`src/hw/toc_pkg.sv`:
```
// Shared constants and types of the output compare and interrupt block
package toc_pkg;

   // ---------------------------------------------------------------
   // Sizes
   // ---------------------------------------------------------------
   localparam int NUM_CH  = 4;
   localparam int CNT_W   = 16;
   localparam int ADDR_W  = 8;
   localparam int DATA_W  = 16;

   // ---------------------------------------------------------------
   // Register offsets
   // ---------------------------------------------------------------
   localparam logic [ADDR_W-1:0] A_DIR    = 8'h00;
   localparam logic [ADDR_W-1:0] A_ACTION = 8'h01;
   localparam logic [ADDR_W-1:0] A_IEN    = 8'h02;
   localparam logic [ADDR_W-1:0] A_FLAG1  = 8'h03;
   localparam logic [ADDR_W-1:0] A_FLAG2  = 8'h04;
   localparam logic [ADDR_W-1:0] A_FORCE  = 8'h05;
   localparam logic [ADDR_W-1:0] A_MASK3  = 8'h06;
   localparam logic [ADDR_W-1:0] A_DATA3  = 8'h07;
   localparam logic [ADDR_W-1:0] A_SYSCTL = 8'h08;
   localparam logic [ADDR_W-1:0] A_PORT   = 8'h09;
   localparam logic [ADDR_W-1:0] A_WAKE   = 8'h0A;
   localparam logic [ADDR_W-1:0] A_COUNT  = 8'h0B;
   localparam logic [ADDR_W-1:0] A_CMP0   = 8'h10;

   // ---------------------------------------------------------------
   // Field positions
   // ---------------------------------------------------------------
   localparam int WRAP_BIT  = 7;
   localparam int CLR_BIT   = 0;

   // ---------------------------------------------------------------
   // Reset values and fixed counts
   // ---------------------------------------------------------------
   localparam logic [CNT_W-1:0]  CNT_RST  = 16'h0000;
   localparam logic [CNT_W-1:0]  CNT_MAX  = 16'hFFFF;
   localparam logic [CNT_W-1:0]  CNT_ONE  = 16'h0001;
   localparam logic [NUM_CH-1:0] CH_RST   = 4'h0;
   localparam logic [DATA_W-1:0] RD_RST   = 16'h0000;

   // ---------------------------------------------------------------
   // Pin action codes, {mode, level}
   // ---------------------------------------------------------------
   typedef enum logic [1:0] {
      ACT_OFF    = 2'b00,
      ACT_TOGGLE = 2'b01,
      ACT_CLEAR  = 2'b10,
      ACT_SET    = 2'b11
   } toc_act_e;

   // ---------------------------------------------------------------
   // Register bus request
   // ---------------------------------------------------------------
   typedef struct packed {
      logic [ADDR_W-1:0] addr;
      logic [DATA_W-1:0] wdata;
      logic              wr;
      logic              rd;
   } toc_bus_s;

   // ---------------------------------------------------------------
   // Interrupt and wake requests
   // ---------------------------------------------------------------
   typedef struct packed {
      logic [NUM_CH-1:0] chan;
      logic              wrap;
      logic              wake;
   } toc_irq_s;

endpackage : toc_pkg

```
`src/hw/toc_chan.sv`:
```
// One compare channel: match detection and pin action
`timescale 1ns/100ps
module toc_chan
   import toc_pkg::*;
(
   // Counter and channel setup
   input  wire logic [CNT_W-1:0] count,
   input  wire logic [CNT_W-1:0] cmp,
   input  wire logic             dir,
   input  wire toc_act_e         act,
   // Events
   input  wire logic             tick,
   input  wire logic             force_pulse,
   input  wire logic             level,
   // Results
   output logic                  match,
   output logic                  fire,
   output logic                  next_level
);

   // ---------------------------------------------------------------
   // Match and fire
   // ---------------------------------------------------------------
   assign match = dir & tick & (count == cmp);
   assign fire  = match | (dir & force_pulse);

   // ---------------------------------------------------------------
   // Pin action
   // ---------------------------------------------------------------
   always_comb begin
      unique case (act)
         ACT_OFF:    next_level = level;
         ACT_TOGGLE: next_level = ~level;
         ACT_CLEAR:  next_level = 1'b0;
         ACT_SET:    next_level = 1'b1;
      endcase
   end

endmodule : toc_chan

```
`src/hw/toc_top.sv`:
```
// Four-channel timer output compare with interrupt requests
// Summary of operation
// - direction bit one puts the channel in output compare use.
// - counter equal to channel value sets, clears or toggles the pin.
// - mode and level bits pick the action; both zero disconnects pin unless, on channels 0 to 2, its channel 3 mask bit is set.
// - every compare match sets that channel's event flag.
// - event flag requests interrupt only while channel enable is one.
// - force bit performs the pin action at once, flag untouched.
// - channel 3 compare beats other channels' actions in the same cycle.
// - channel 3 mask picks which channel 3 data bits drive other pins.
// - with clear enable set, channel 3 match resets the counter.
// - port writes to a compare pin only update an internal latch.
// - a released pin shows the last latched port value.
// - four active-high channel requests, gated by their enables.
// - six request lines total: four channels, wrap and wake.
// - wrap request asserts after wrap while its enable is one.
// - compare wake routing works in every power mode.
// - wrap flag sets when the counter rolls from all ones to zero.
// - writing one clears the wrap flag; zero leaves it.
//
// Chosen here: the placing of the registers and strobed register access.
`timescale 1ns/100ps
module toc_top
   import toc_pkg::*;
(
   // Clock, reset and enable
   input  wire logic                clock,
   input  wire logic                rst_n,
   input  wire logic                ce,
   // Prescaled counter tick
   input  wire logic                tick,
   // Register port
   input  wire toc_bus_s            bus,
   output logic [DATA_W-1:0]        rd_data,
   // Channel pins
   input  wire logic [NUM_CH-1:0]   gpio_drive_en,
   output logic [NUM_CH-1:0]        pin_out,
   output logic [NUM_CH-1:0]        pin_oe,
   // Counter and requests
   output logic [CNT_W-1:0]         count_value,
   output toc_irq_s                 irq
);

   // ---------------------------------------------------------------
   // State
   // ---------------------------------------------------------------
   typedef struct packed {
      logic [CNT_W-1:0]             count;
      logic [NUM_CH-1:0][CNT_W-1:0] cmp;
      logic [NUM_CH-1:0]            dir;
      logic [2*NUM_CH-1:0]          act;
      logic [NUM_CH-1:0]            chan_ien;
      logic                         wrap_ien;
      logic [NUM_CH-1:0]            flag;
      logic                         wflag;
      logic [NUM_CH-1:0]            mask3;
      logic [NUM_CH-1:0]            data3;
      logic                         clr_en;
      logic [NUM_CH-1:0]            port;
      logic [NUM_CH-1:0]            route;
      logic [NUM_CH-1:0]            level;
      logic                         wake;
      logic [DATA_W-1:0]            rdata;
   } toc_state_s;

   toc_state_s           s;
   toc_state_s           next_s;
   logic [NUM_CH-1:0]    match;
   logic [NUM_CH-1:0]    fire;
   logic [NUM_CH-1:0]    new_level;
   logic [NUM_CH-1:0]    force_pulse;
   logic [NUM_CH-1:0]    in_use;
   logic [NUM_CH-1:0]    flag_clr;
   logic                 wflag_clr;
   logic                 wrap_evt;
   logic                 cnt_reset;

   // ---------------------------------------------------------------
   // Write decode for one-shot effects
   // ---------------------------------------------------------------
   always_comb begin
      force_pulse = CH_RST;
      flag_clr    = CH_RST;
      wflag_clr   = 1'b0;
      if (bus.wr) begin
         if (bus.addr == A_FORCE) begin
            force_pulse = bus.wdata[NUM_CH-1:0];
         end
         if (bus.addr == A_FLAG1) begin
            flag_clr = bus.wdata[NUM_CH-1:0];
         end
         if (bus.addr == A_FLAG2) begin
            wflag_clr = bus.wdata[WRAP_BIT];
         end
      end
   end

   // ---------------------------------------------------------------
   // Channels
   // ---------------------------------------------------------------
   generate
      for (genvar g = 0; g < NUM_CH; g++) begin : g_ch
         toc_chan u_chan (
            .count       (s.count),
            .cmp         (s.cmp[g]),
            .dir         (s.dir[g]),
            .act         (toc_act_e'(s.act[2*g+1 -: 2])),
            .tick        (tick),
            .force_pulse (force_pulse[g]),
            .level       (s.level[g]),
            .match       (match[g]),
            .fire        (fire[g]),
            .next_level  (new_level[g])
         );
         // Pin belongs to compare logic when an action or mask drives it
         assign in_use[g] = s.dir[g] &&
                            ((s.act[2*g+1 -: 2] != ACT_OFF) ||
                             ((g != NUM_CH-1) && s.mask3[g]));
      end
   endgenerate

   assign cnt_reset = match[NUM_CH-1] & s.clr_en;
   assign wrap_evt  = tick & ~cnt_reset & (s.count == CNT_MAX);

   // ---------------------------------------------------------------
   // Next state
   // ---------------------------------------------------------------
   always_comb begin
      next_s = s;

      // Register writes
      if (bus.wr) begin
         unique case (bus.addr)
            A_DIR:    next_s.dir      = bus.wdata[NUM_CH-1:0];
            A_ACTION: next_s.act      = bus.wdata[2*NUM_CH-1:0];
            A_IEN: begin
               next_s.chan_ien = bus.wdata[NUM_CH-1:0];
               next_s.wrap_ien = bus.wdata[WRAP_BIT];
            end
            A_MASK3:  next_s.mask3    = bus.wdata[NUM_CH-1:0];
            A_DATA3:  next_s.data3    = bus.wdata[NUM_CH-1:0];
            A_SYSCTL: next_s.clr_en   = bus.wdata[CLR_BIT];
            A_PORT:   next_s.port     = bus.wdata[NUM_CH-1:0];
            A_WAKE:   next_s.route    = bus.wdata[NUM_CH-1:0];
            default: begin
               for (int i = 0; i < NUM_CH; i++) begin
                  if (bus.addr == A_CMP0 + ADDR_W'(i) && s.dir[i]) begin
                     next_s.cmp[i] = bus.wdata[CNT_W-1:0];
                  end
               end
            end
         endcase
      end

      // Pin actions, channel 3 override last so it wins
      for (int i = 0; i < NUM_CH; i++) begin
         if (fire[i]) begin
            next_s.level[i] = new_level[i];
         end
      end
      if (fire[NUM_CH-1]) begin
         for (int i = 0; i < NUM_CH-1; i++) begin
            if (s.mask3[i]) begin
               next_s.level[i] = s.data3[i];
            end
         end
      end

      // Counter
      if (tick) begin
         if (cnt_reset) begin
            next_s.count = CNT_RST;
         end else begin
            next_s.count = s.count + CNT_ONE;
         end
      end

      // Flags: set wins over clear
      next_s.flag  = (s.flag & ~flag_clr) | match;
      next_s.wflag = (s.wflag & ~wflag_clr) | wrap_evt;

      // Wake routing, independent of power mode
      next_s.wake  = |(match & s.route);

      // Read data, one cycle after the strobe
      next_s.rdata = RD_RST;
      if (bus.rd) begin
         unique case (bus.addr)
            A_DIR:    next_s.rdata[NUM_CH-1:0]   = s.dir;
            A_ACTION: next_s.rdata[2*NUM_CH-1:0] = s.act;
            A_IEN: begin
               next_s.rdata[NUM_CH-1:0] = s.chan_ien;
               next_s.rdata[WRAP_BIT]   = s.wrap_ien;
            end
            A_FLAG1:  next_s.rdata[NUM_CH-1:0]   = s.flag;
            A_FLAG2:  next_s.rdata[WRAP_BIT]     = s.wflag;
            A_MASK3:  next_s.rdata[NUM_CH-1:0]   = s.mask3;
            A_DATA3:  next_s.rdata[NUM_CH-1:0]   = s.data3;
            A_SYSCTL: next_s.rdata[CLR_BIT]      = s.clr_en;
            A_PORT:   next_s.rdata[NUM_CH-1:0]   = s.port;
            A_WAKE:   next_s.rdata[NUM_CH-1:0]   = s.route;
            A_COUNT:  next_s.rdata               = s.count;
            default: begin
               for (int i = 0; i < NUM_CH; i++) begin
                  if (bus.addr == A_CMP0 + ADDR_W'(i)) begin
                     next_s.rdata = s.cmp[i];
                  end
               end
            end
         endcase
      end
   end

   // ---------------------------------------------------------------
   // Registers
   // ---------------------------------------------------------------
   always_ff @(posedge clock or negedge rst_n) begin
      if (!rst_n) begin
         s <= '0;
      end else if (ce) begin
         s <= next_s;
      end
   end

   // ---------------------------------------------------------------
   // Outputs
   // ---------------------------------------------------------------
   assign rd_data     = s.rdata;
   assign count_value = s.count;
   assign pin_out     = (in_use & s.level) | (~in_use & s.port);
   assign pin_oe      = in_use | gpio_drive_en;
   assign irq.chan    = s.flag & s.chan_ien;
   assign irq.wrap    = s.wflag & s.wrap_ien;
   assign irq.wake    = s.wake;

   // ---------------------------------------------------------------
   // Checks
   // ---------------------------------------------------------------
   property p_match_flag;
      @(posedge clock) disable iff (!rst_n)
      (ce && match != CH_RST) |=> ((s.flag & $past(match)) == $past(match));
   endproperty
   a_match_flag: assert property (p_match_flag)
      else $error("match did not set its flag");

   property p_force_no_flag;
      @(posedge clock) disable iff (!rst_n)
      (ce && bus.wr && bus.addr == A_FORCE && bus.wdata[0] && !match[0]
       && !s.flag[0]) |=> !s.flag[0];
   endproperty
   a_force_no_flag: assert property (p_force_no_flag)
      else $error("forced compare set a flag");

   property p_irq_gate;
      @(posedge clock) disable iff (!rst_n)
      (s.chan_ien == CH_RST) |-> (irq.chan == CH_RST);
   endproperty
   a_irq_gate: assert property (p_irq_gate)
      else $error("channel request without enable");

   property p_toggle;
      @(posedge clock) disable iff (!rst_n)
      (ce && match[0] && s.act[1:0] == ACT_TOGGLE && !fire[NUM_CH-1])
      |=> (s.level[0] != $past(s.level[0]));
   endproperty
   a_toggle: assert property (p_toggle)
      else $error("toggle action missing");

   property p_ch3_wins;
      @(posedge clock) disable iff (!rst_n)
      (ce && fire[NUM_CH-1] && fire[1] && s.mask3[1])
      |=> (s.level[1] == $past(s.data3[1]));
   endproperty
   a_ch3_wins: assert property (p_ch3_wins)
      else $error("channel 3 override lost");

   property p_cnt_reset;
      @(posedge clock) disable iff (!rst_n)
      (ce && tick && match[NUM_CH-1] && s.clr_en) |=> (s.count == CNT_RST);
   endproperty
   a_cnt_reset: assert property (p_cnt_reset)
      else $error("counter not reset on channel 3 match");

   property p_wrap_set;
      @(posedge clock) disable iff (!rst_n)
      (ce && wrap_evt) |=> (s.wflag && s.count == CNT_RST);
   endproperty
   a_wrap_set: assert property (p_wrap_set)
      else $error("wrap flag not set");

   property p_wrap_clear;
      @(posedge clock) disable iff (!rst_n)
      (ce && wflag_clr && !wrap_evt) |=> !s.wflag;
   endproperty
   a_wrap_clear: assert property (p_wrap_clear)
      else $error("wrap flag not cleared");

   property p_wrap_irq;
      @(posedge clock) disable iff (!rst_n)
      (ce && wrap_evt && s.wrap_ien && !bus.wr) |=> irq.wrap;
   endproperty
   a_wrap_irq: assert property (p_wrap_irq)
      else $error("wrap request missing");

   property p_port_latch;
      @(posedge clock) disable iff (!rst_n)
      (ce && bus.wr && bus.addr == A_PORT && in_use[0] && !fire[0]
       && !fire[NUM_CH-1]) |=> (pin_out[0] == $past(pin_out[0]));
   endproperty
   a_port_latch: assert property (p_port_latch)
      else $error("port write moved a compare pin");

   property p_wake_pulse;
      @(posedge clock) disable iff (!rst_n)
      (ce && (match & s.route) != CH_RST) |=> irq.wake;
   endproperty
   a_wake_pulse: assert property (p_wake_pulse)
      else $error("routed match gave no wake pulse");

   property p_cmp_locked;
      @(posedge clock) disable iff (!rst_n)
      (ce && bus.wr && bus.addr == A_CMP0 && !s.dir[0])
      |=> (s.cmp[0] == $past(s.cmp[0]));
   endproperty
   a_cmp_locked: assert property (p_cmp_locked)
      else $error("compare value changed in capture use");

   property p_flag_clear;
      @(posedge clock) disable iff (!rst_n)
      (ce && flag_clr[0] && !match[0]) |=> !s.flag[0];
   endproperty
   a_flag_clear: assert property (p_flag_clear)
      else $error("channel flag not cleared");

   property p_cnt_restart;
      @(posedge clock) disable iff (!rst_n)
      (ce && tick && s.count == CNT_RST && !cnt_reset)
      |=> (s.count == CNT_ONE);
   endproperty
   a_cnt_restart: assert property (p_cnt_restart)
      else $error("counter did not restart from zero");

endmodule : toc_top

```
`config.mk`:
```
export PLATFORM = sky130hd
export DESIGN_NAME = toc_top
export DESIGN_NICKNAME = d
export VERILOG_FILES = /design/src/hw/toc_pkg.sv /design/src/hw/toc_chan.sv /design/src/hw/toc_top.sv
export SDC_FILE = /design/constraint.sdc
export NUM_CORES = 1
export LEC_CHECK = 0
export BUFFER_PORTS_ARGS = -buffer_cell sky130_fd_sc_hd__buf_2
export CAP_MARGIN = 20
export CORE_MARGIN = 2
export CORE_UTILIZATION = 55
export DETAILED_ROUTE_END_ITERATION = 8
export PLACE_DENSITY_LB_ADDON = 0.12
export REMOVE_ABC_BUFFERS = 1
export SLEW_MARGIN = 20
export SYNTH_ARGS = -nofsm -noshare
export SYNTH_HDL_FRONTEND = slang
export SYNTH_HIERARCHICAL = 1
export SYNTH_SLANG_ARGS = --single-unit
```
`constraint.sdc`:
```
create_clock -name clock -period 4 [get_ports clock]
set_input_delay 0.2 -clock clock [delete_from_list [all_inputs] [get_ports clock]]
set_output_delay 0.2 -clock clock [all_outputs]
set_load 0.005 [all_outputs]
```
==> impl_metrics.toml, run 1 <==
[finish]
final_net_count = 763
postLayoutCellArea_sq_um = 9016
antennaDiodeCount = 0
area_growth_pct = 12.16
utilization_pct = 62.51
fillers = 1166
final_cell_count_no_fill = 925
drive_gt1_share_pct = 34.55

[timing]
tns_ps = 0
grt_setup_unrepaired = "false"
max_clock_freq_mhz = 340.9
tightest_slew_ps = 1012
finalCritPeriodShare_pct = 73.34
max_slew_margin_pct = 32.51
fin_skew_ps = 6.335
slew_viol_final = 0
finalHoldViolations = 0
setup_viol = 0
fin_ws_ps = 1066
fin_crit_ps = 2934

[synth]
ys_seq_area_share_pct = 43.58
syn_inst = 681
synth_enable_flop_cells = 0
async_flop_share_pct = 100.0
synth_top_area_share_pct = 43.58
synth-seq-cells = 140
synth_top_flop_cell = "dfrtp_1"
syn_avg_cell_area_sq_um = 11.80
yosys_warnings = 6
synth_cell_type_count = 52
synth.area.top_cells = "dfrtp_1 (44%), mux2_2 (9.0%), mux2_4 (7.5%), xor2_1 (6.4%), mux4_2 (5.0%)"
synth_top_cells_by_count = "dfrtp_1 (140), mux2_2 (64), xor2_1 (59)"
synth_area_sq_um = 8039
synth.most_common_cell = "dfrtp_1"
yosysTopAreaCell = "dfrtp_1"

[placed_design]
placedCellCount = 892
preCtsSetupSlack_ps = 1096
hpwl_mm = 14.94
placed_area_sq_um = 8325
portBuffers = 79
gp_congestion = 0.9558

[drt]
dr.pass1.iters = 5
routed_wl_mm = 21.83
viasPerCell = 6.252
first_iter_violations = 552
wl_per_cell_um = 23.60
drtAntennaViolNets = 0
drc_errors = 0
vias = 5783

[power]
irDropWorstVdd_v = 0.0003249
leakagePower_uw = 0.004527
p_per_area_nw_per_um2 = 409.5

[cts]
post_cts_resized = 0
cts_tree = "yes"
h-tree-depth = 4
clk_root_buffer_cell = "clkbuf_16"
clkTransAtPathRegs_ps = 60
clockBufferDepth = 2
cts.sinks = 140
numCtsBuffers = 17
clk_latency_ps = 430

[worst_setup_path]
critPathKind = "reg2reg"
worstPathRequired_ps = 4280
start_kind = "flop"
critical_path.startpoint = "count_value[5]"
critPathCaptureType = "flop"
arrival_ps = 3210
worstReg2RegStart = "count_value[5]"
crit_fanout = 13

[floorplan]
pin_count = 80
fp.dieW_um = 124.9
die_area_sq_um = 15600
rows = 44
fp.dieH_um = 124.9
start_util_pct = 55.73
core_region_area_sq_um = 14420

[global_routing]
grtUsageTotal_pct = 28.79
overflow = 0
grt_max_degree = 116
grt_pass1_wl_mm = 34.10
antenna_found_initial = 0
grt_pass1_vias = 5828

[run]
drv_cap = 0

[run_status]
status = "completed"

[worst_hold_path]
hp-start = "bus[14]"
min_path_type = "in2reg"
==> state kept, by name (all words and copies together), names as in the netlist <==
| signal | flops |
|---|---|
| count_value | 16 |
| irq | 1 |
| rd_data | 16 |
| s | 107 |
==> area by class of cell <==
| class | count | area (sq um) | share of cell area [%] |
|---|---|---|---|
| clock inverter | 10 | 183.9 | 2.040 |
| clock buffer | 22 | 494.2 | 5.482 |
| multi-input combinational | 470 | 4085 | 45.31 |
| tap | 184 | 230.2 | 2.553 |
| timing repair buffer | 89 | 481.7 | 5.343 |
| sequential | 140 | 3503 | 38.86 |
| inverter | 10 | 37.54 | 0.4163 |
==> cell usage in the layout (no fill, tap or decap), types with 3 or more instances in the layout <==
master     instances
and4_1             6
nor2_1            27
mux2_4            40
xnor2_1           22
clkbuf_16         17
nand3_4            3
a22o_1            11
nand2b_1           9
mux2i_1            4
and3_1             6
clkbuf_8           6
a21oi_1            7
nor3b_1            7
o31ai_1            3
buf_4              9
o31ai_2            4
buf_2             78
a221oi_1           4
o22ai_1            8
mux2_2            64
nor3_1             8
inv_1             10
nand2_1           42
xor2_1            59
and2_1            15
nand4_1           10
o21ai_0           19
bufinv_16          5
a22oi_1           13
mux4_2            18
nor2b_1           11
a31oi_1            8
nor4_1            13
dfrtp_1          140
nand3_1           14
==> metal layers <==
layer	GRT usage (%)	vias up	wire length, um
met5	0	-	0
met2	43.81	232	10090
met1	40.43	2982	9760
li1	-	2532	-
met3	6.873	37	1451
met4	10.59	0	530
==> worst paths after layout <==
kind,end,slack [ps],cells past startpoint
max in group asynchronous,s[32],2520,3
setup / recovery,count_value[13],1070,7
setup reg to reg,count_value[13],1070,7
hold / removal,s[104],50,2
min in group asynchronous,s[71],400,2
hold reg to reg,s[45],520,1
==> cell families (layout without fill, tap and decap cells) <==
logic type / count (synthesis) / in the layout / share of synthesized area, %
adder cells (fa/ha/maj): 1 / 1 / 0.1556
flip-flops: 140 / 140 / 43.58
multiplexers: 126 / 126 / 21.98
AND/OR/NAND/NOR: 179 / 179 / 12.61
XOR/XNOR: 81 / 81 / 8.825
AO/OA/AOI/OAI: 83 / 83 / 7.253
buffers and inverters: 71 / 131 / 5.603
==> worst max-delay path, cell delays in order, from the launching register on <==
cell and delay (ps):
dfrtp_1 510, xor2_1 210, nor4_1 440, nand4_1 210
nor3_1 500, nand2_1 150, nor2_1 640, nor2_1 130
==> power by group <==
group | switching [uW] | internal [uW]
logic | 233 | 136
registers | 83.8 | 1450
clock network | 603 | 1190
==> metrics by stage <==
step / hold slack (ps) / total power (uW)
floorplan: -95.59 / 1709
global placement: 416.5 / 1910
detailed placement: 433.0 / 1917
CTS: 35.91 / 3708
global route: 47.36 / 3808
finish: 53.59 / 3692
==> what timing repair did <==
item,in CTS,in global routing
endpoints found under the hold margin,48,0
buffers inserted,0,0
endpoints found under the setup margin,0,0
hold buffers,1,0
Note: power is estimated with default switching activity, not from simulation.
==> run 2, diff against run 1 <==
--- a/config.mk
+++ b/config.mk
@@ -5,6 +5,7 @@
 export SDC_FILE = /design/constraint.sdc
 export NUM_CORES = 1
 export LEC_CHECK = 0
+export ABC_AREA = 1
 export BUFFER_PORTS_ARGS = -buffer_cell sky130_fd_sc_hd__buf_2
 export CAP_MARGIN = 20
 export CORE_MARGIN = 2
==> constraint.sdc (replaced) <==
create_clock -name clock -period 2.6 [get_ports clock]
set_input_delay 0.13 -clock clock [delete_from_list [all_inputs] [get_ports clock]]
set_output_delay 0.13 -clock clock [all_outputs]
set_load 0.005 [all_outputs]
==> run 2 against run 1 <==
Flip-flop and latch count did not move. Die area rose by 13%. Sequential power rose by 67%. Final cell count rose by 83%. Utilization rose by 0.14 points. Count of clock-buffer cells in the layout fell by 5. Combinational power rose to 4.4 times the previous value. Final area rose by 14%. Highest routed layer unchanged.
==> impl_metrics.toml, run 2 <==
[finish]
area_growth_pct = 12.27
fillers = 1557
top_register = "s"
antennaDiodeCount = 0
most-common-layout-cells = "nand2_1 (485), inv_1 (196), dfrtp_1 (140), nand3_1 (123), nor2_1 (114)"
multi_input_area_sq_um = 4449
register_area_sq_um = 3503
layout.cells.most_common = "nand2_1"
final_cell_count_no_fill = 1697
drive_gt1_share_pct = 12.39
largest_register_ffs = 107
final_net_count = 1499

[timing]
finalHoldViolations = 0
fin_ws_ps = 288.6
setup_viol = 0
max_slew_margin_pct = 54.81
timing.hold.ws_ps = 17.10
tns_ps = 0
fin_crit_ps = 2311
max_clock_freq_mhz = 432.6
grt_setup_unrepaired = "false"
slew_viol_final = 0
fin_skew_ps = 11.33
tightest_slew_ps = 677.0
finalCritPeriodShare_pct = 88.90

[floorplan]
fp.dieW_um = 133.0
fp.dieH_um = 133.0
start_util_pct = 55.80
die_area_sq_um = 17690
core_region_area_sq_um = 16410
rows = 47
pin_count = 80

[placed_design]
preCtsSetupSlack_ps = 325.2
portBuffers = 79
gp_congestion = 0.9637
hpwl_mm = 22.46
placedCellCount = 1663

[worst_setup_path]
critPathCaptureType = "flop"
slowest_delay_ps = 630
path_cells = "inv_1, nand2_1, nand4_1, nor2_2, nand3_1, nor2_1, nand2_1, nor2_1, inv_1, nand2_1, o21ai_0, o21ai_0, inv_1"
arrival_ps = 2640
crit_fanout = 13
cp_top_family = "simple AND/OR/NAND/NOR gates"
start_kind = "flop"
critPathKind = "reg2reg"
crit_buf_inv = 3
cp_slowest_cell = "dfrtp_1"
worstPathRequired_ps = 2920

[synth]
ys_seq_area_share_pct = 38.27
synth_top_family_by_area = "simple AND/OR/NAND/NOR gates"
yosys_warnings = 6
synth_area_sq_um = 9155
synth_top_area_share_pct = 38.27
async_flop_share_pct = 100.0
synthMuxAreaShare_pct = 0
yosysTopAreaCell = "dfrtp_1"
synth-compound-area-share_pct = 10.28
yosys.area_share.simple_pct = 37.42
yosys.area_share.adder_pct = 0.1367
synth-xor-area-share_pct = 0.7653
synth.area.top_cells = "dfrtp_1 (38%), nand2_1 (20%), inv_1 (8.0%), nand3_1 (6.7%), nor2_1 (4.7%)"
synth.most_common_cell = "nand2_1"
synth_cell_type_count = 36
synth-seq-cells = 140
syn_avg_cell_area_sq_um = 6.539
synth_top_flop_cell = "dfrtp_1"
syn_inst = 1400
synth_enable_flop_cells = 0
synth_top_cells_by_count = "nand2_1 (485), inv_1 (196), dfrtp_1 (140)"

[drt]
routed_wl_mm = 29.49
wl_met1_mm = 13.06
dr.pass1.iters = 6
route.top_layer_used = "met4"
vias = 9200
viasPerCell = 5.421
wl_met2_mm = 12.57
wl_met3_mm = 3.015
first_iter_violations = 958
drc_errors = 0
wl_per_cell_um = 17.38
drtAntennaViolNets = 0

[worst_hold_path]
min_path_type = "in2reg"

[cts]
h-tree-depth = 4
numCtsBuffers = 17
clkTransAtPathRegs_ps = 70
cts_setup_buffers = 0
cts.sinks = 140
clk_latency_ps = 430
clockBufferDepth = 2
cts_tree = "yes"
clk_root_buffer_cell = "clkbuf_16"

[run_status]
status = "completed"

[global_routing]
overflow = 0
grt_pass1_vias = 8275
grtUsageTotal_pct = 34.42
grt_max_degree = 64
antenna_found_initial = 0
grt_pass1_wl_mm = 45.90

[power]
irDropWorstVdd_v = 0.0005647
leakagePower_uw = 0.005466
total_power_uw = 6775
p_per_area_nw_per_um2 = 659.1

[run]
drv_cap = 0
==> run 2: changes by cell type after synthesis, moves of 40 or more <==
cell | previous run | this run
nand2_1 | 42 | 485
inv_1 | 10 | 196
nand3_1 | 14 | 123
nor2_1 | 27 | 114
o21ai_1 | 0 | 68
mux2_2 | 64 | 0
xor2_1 | 59 | 0
o21ai_0 | 19 | 67
mux2_4 | 40 | 0
==> run 2: power breakdown <==
part	switching [uW]	total, uW	internal, uW
Clock	1120	2590	1470
Sequential	264	2560	2290
Combinational	1060	1630	574
==> run 2: worst reg2reg max path: stages (launching register included) <==
cell	delay, ps
dfrtp_1	630
inv_1	90
nand2_1	90
nand4_1	110
nor2_2	110
nand3_1	70
nor2_1	230
nand2_1	230
nor2_1	180
inv_1	160
nand2_1	130
o21ai_0	80
o21ai_0	70
inv_1	50
==> run 2: logic make-up after synthesis <==
kind of cell | Yosys count
adder cells (fa/ha/maj) | 1
flip-flops | 140
XOR/XNOR | 8
AND/OR/NAND/NOR | 804
AO/OA/AOI/OAI | 177
buffers and inverters | 270
==> run 2: stage by stage <==
stage                     utilization [%]  cell area [sq um]
after detailed placement            58.79               9646
after global placement              58.79               9646
after floorplan                         -               8718
final                               62.65              10280
after global routing                62.65              10280
after CTS                           62.65              10280
==> run 2: timing repair <==
item | CTS | global route
hold buffers | 2 | 0
endpoints found under the hold margin | 65 | 0
gates resized for setup | 0 | 0
==> run 2: metal layers <==
metal | global-route usage (%) | vias to the layer above
li1 | - | 4508
met1 | 50.66 | 4178
met2 | 49.94 | 458
met3 | 7.241 | 56
met4 | 12.54 | 0
met5 | 0 | -
==> run 2: path summary, 6_finish.rpt <==
kind,startpoint,slack [ps],cells past startpoint,endpoint
worst min-delay path,bus[3],20,3,s[40]
worst min register to register,rd_data[4],470,2,rd_data[4]
min in group asynchronous,rst_n,240,2,rd_data[13]
max in group asynchronous,rst_n,1700,3,s[21]
worst max-delay path,count_value[6],290,13,count_value[12]
worst max register to register,count_value[6],290,13,count_value[12]
==> run 2: area by class of cell <==
type / instances / area share (%)
clock buffers: 17 / 4.139
clock inverters: 15 / 1.826
inverters: 204 / 7.450
multi-input cells: 990 / 43.29
flip-flops and latches: 140 / 34.08
well taps: 220 / 2.678
repair buffers: 111 / 6.537
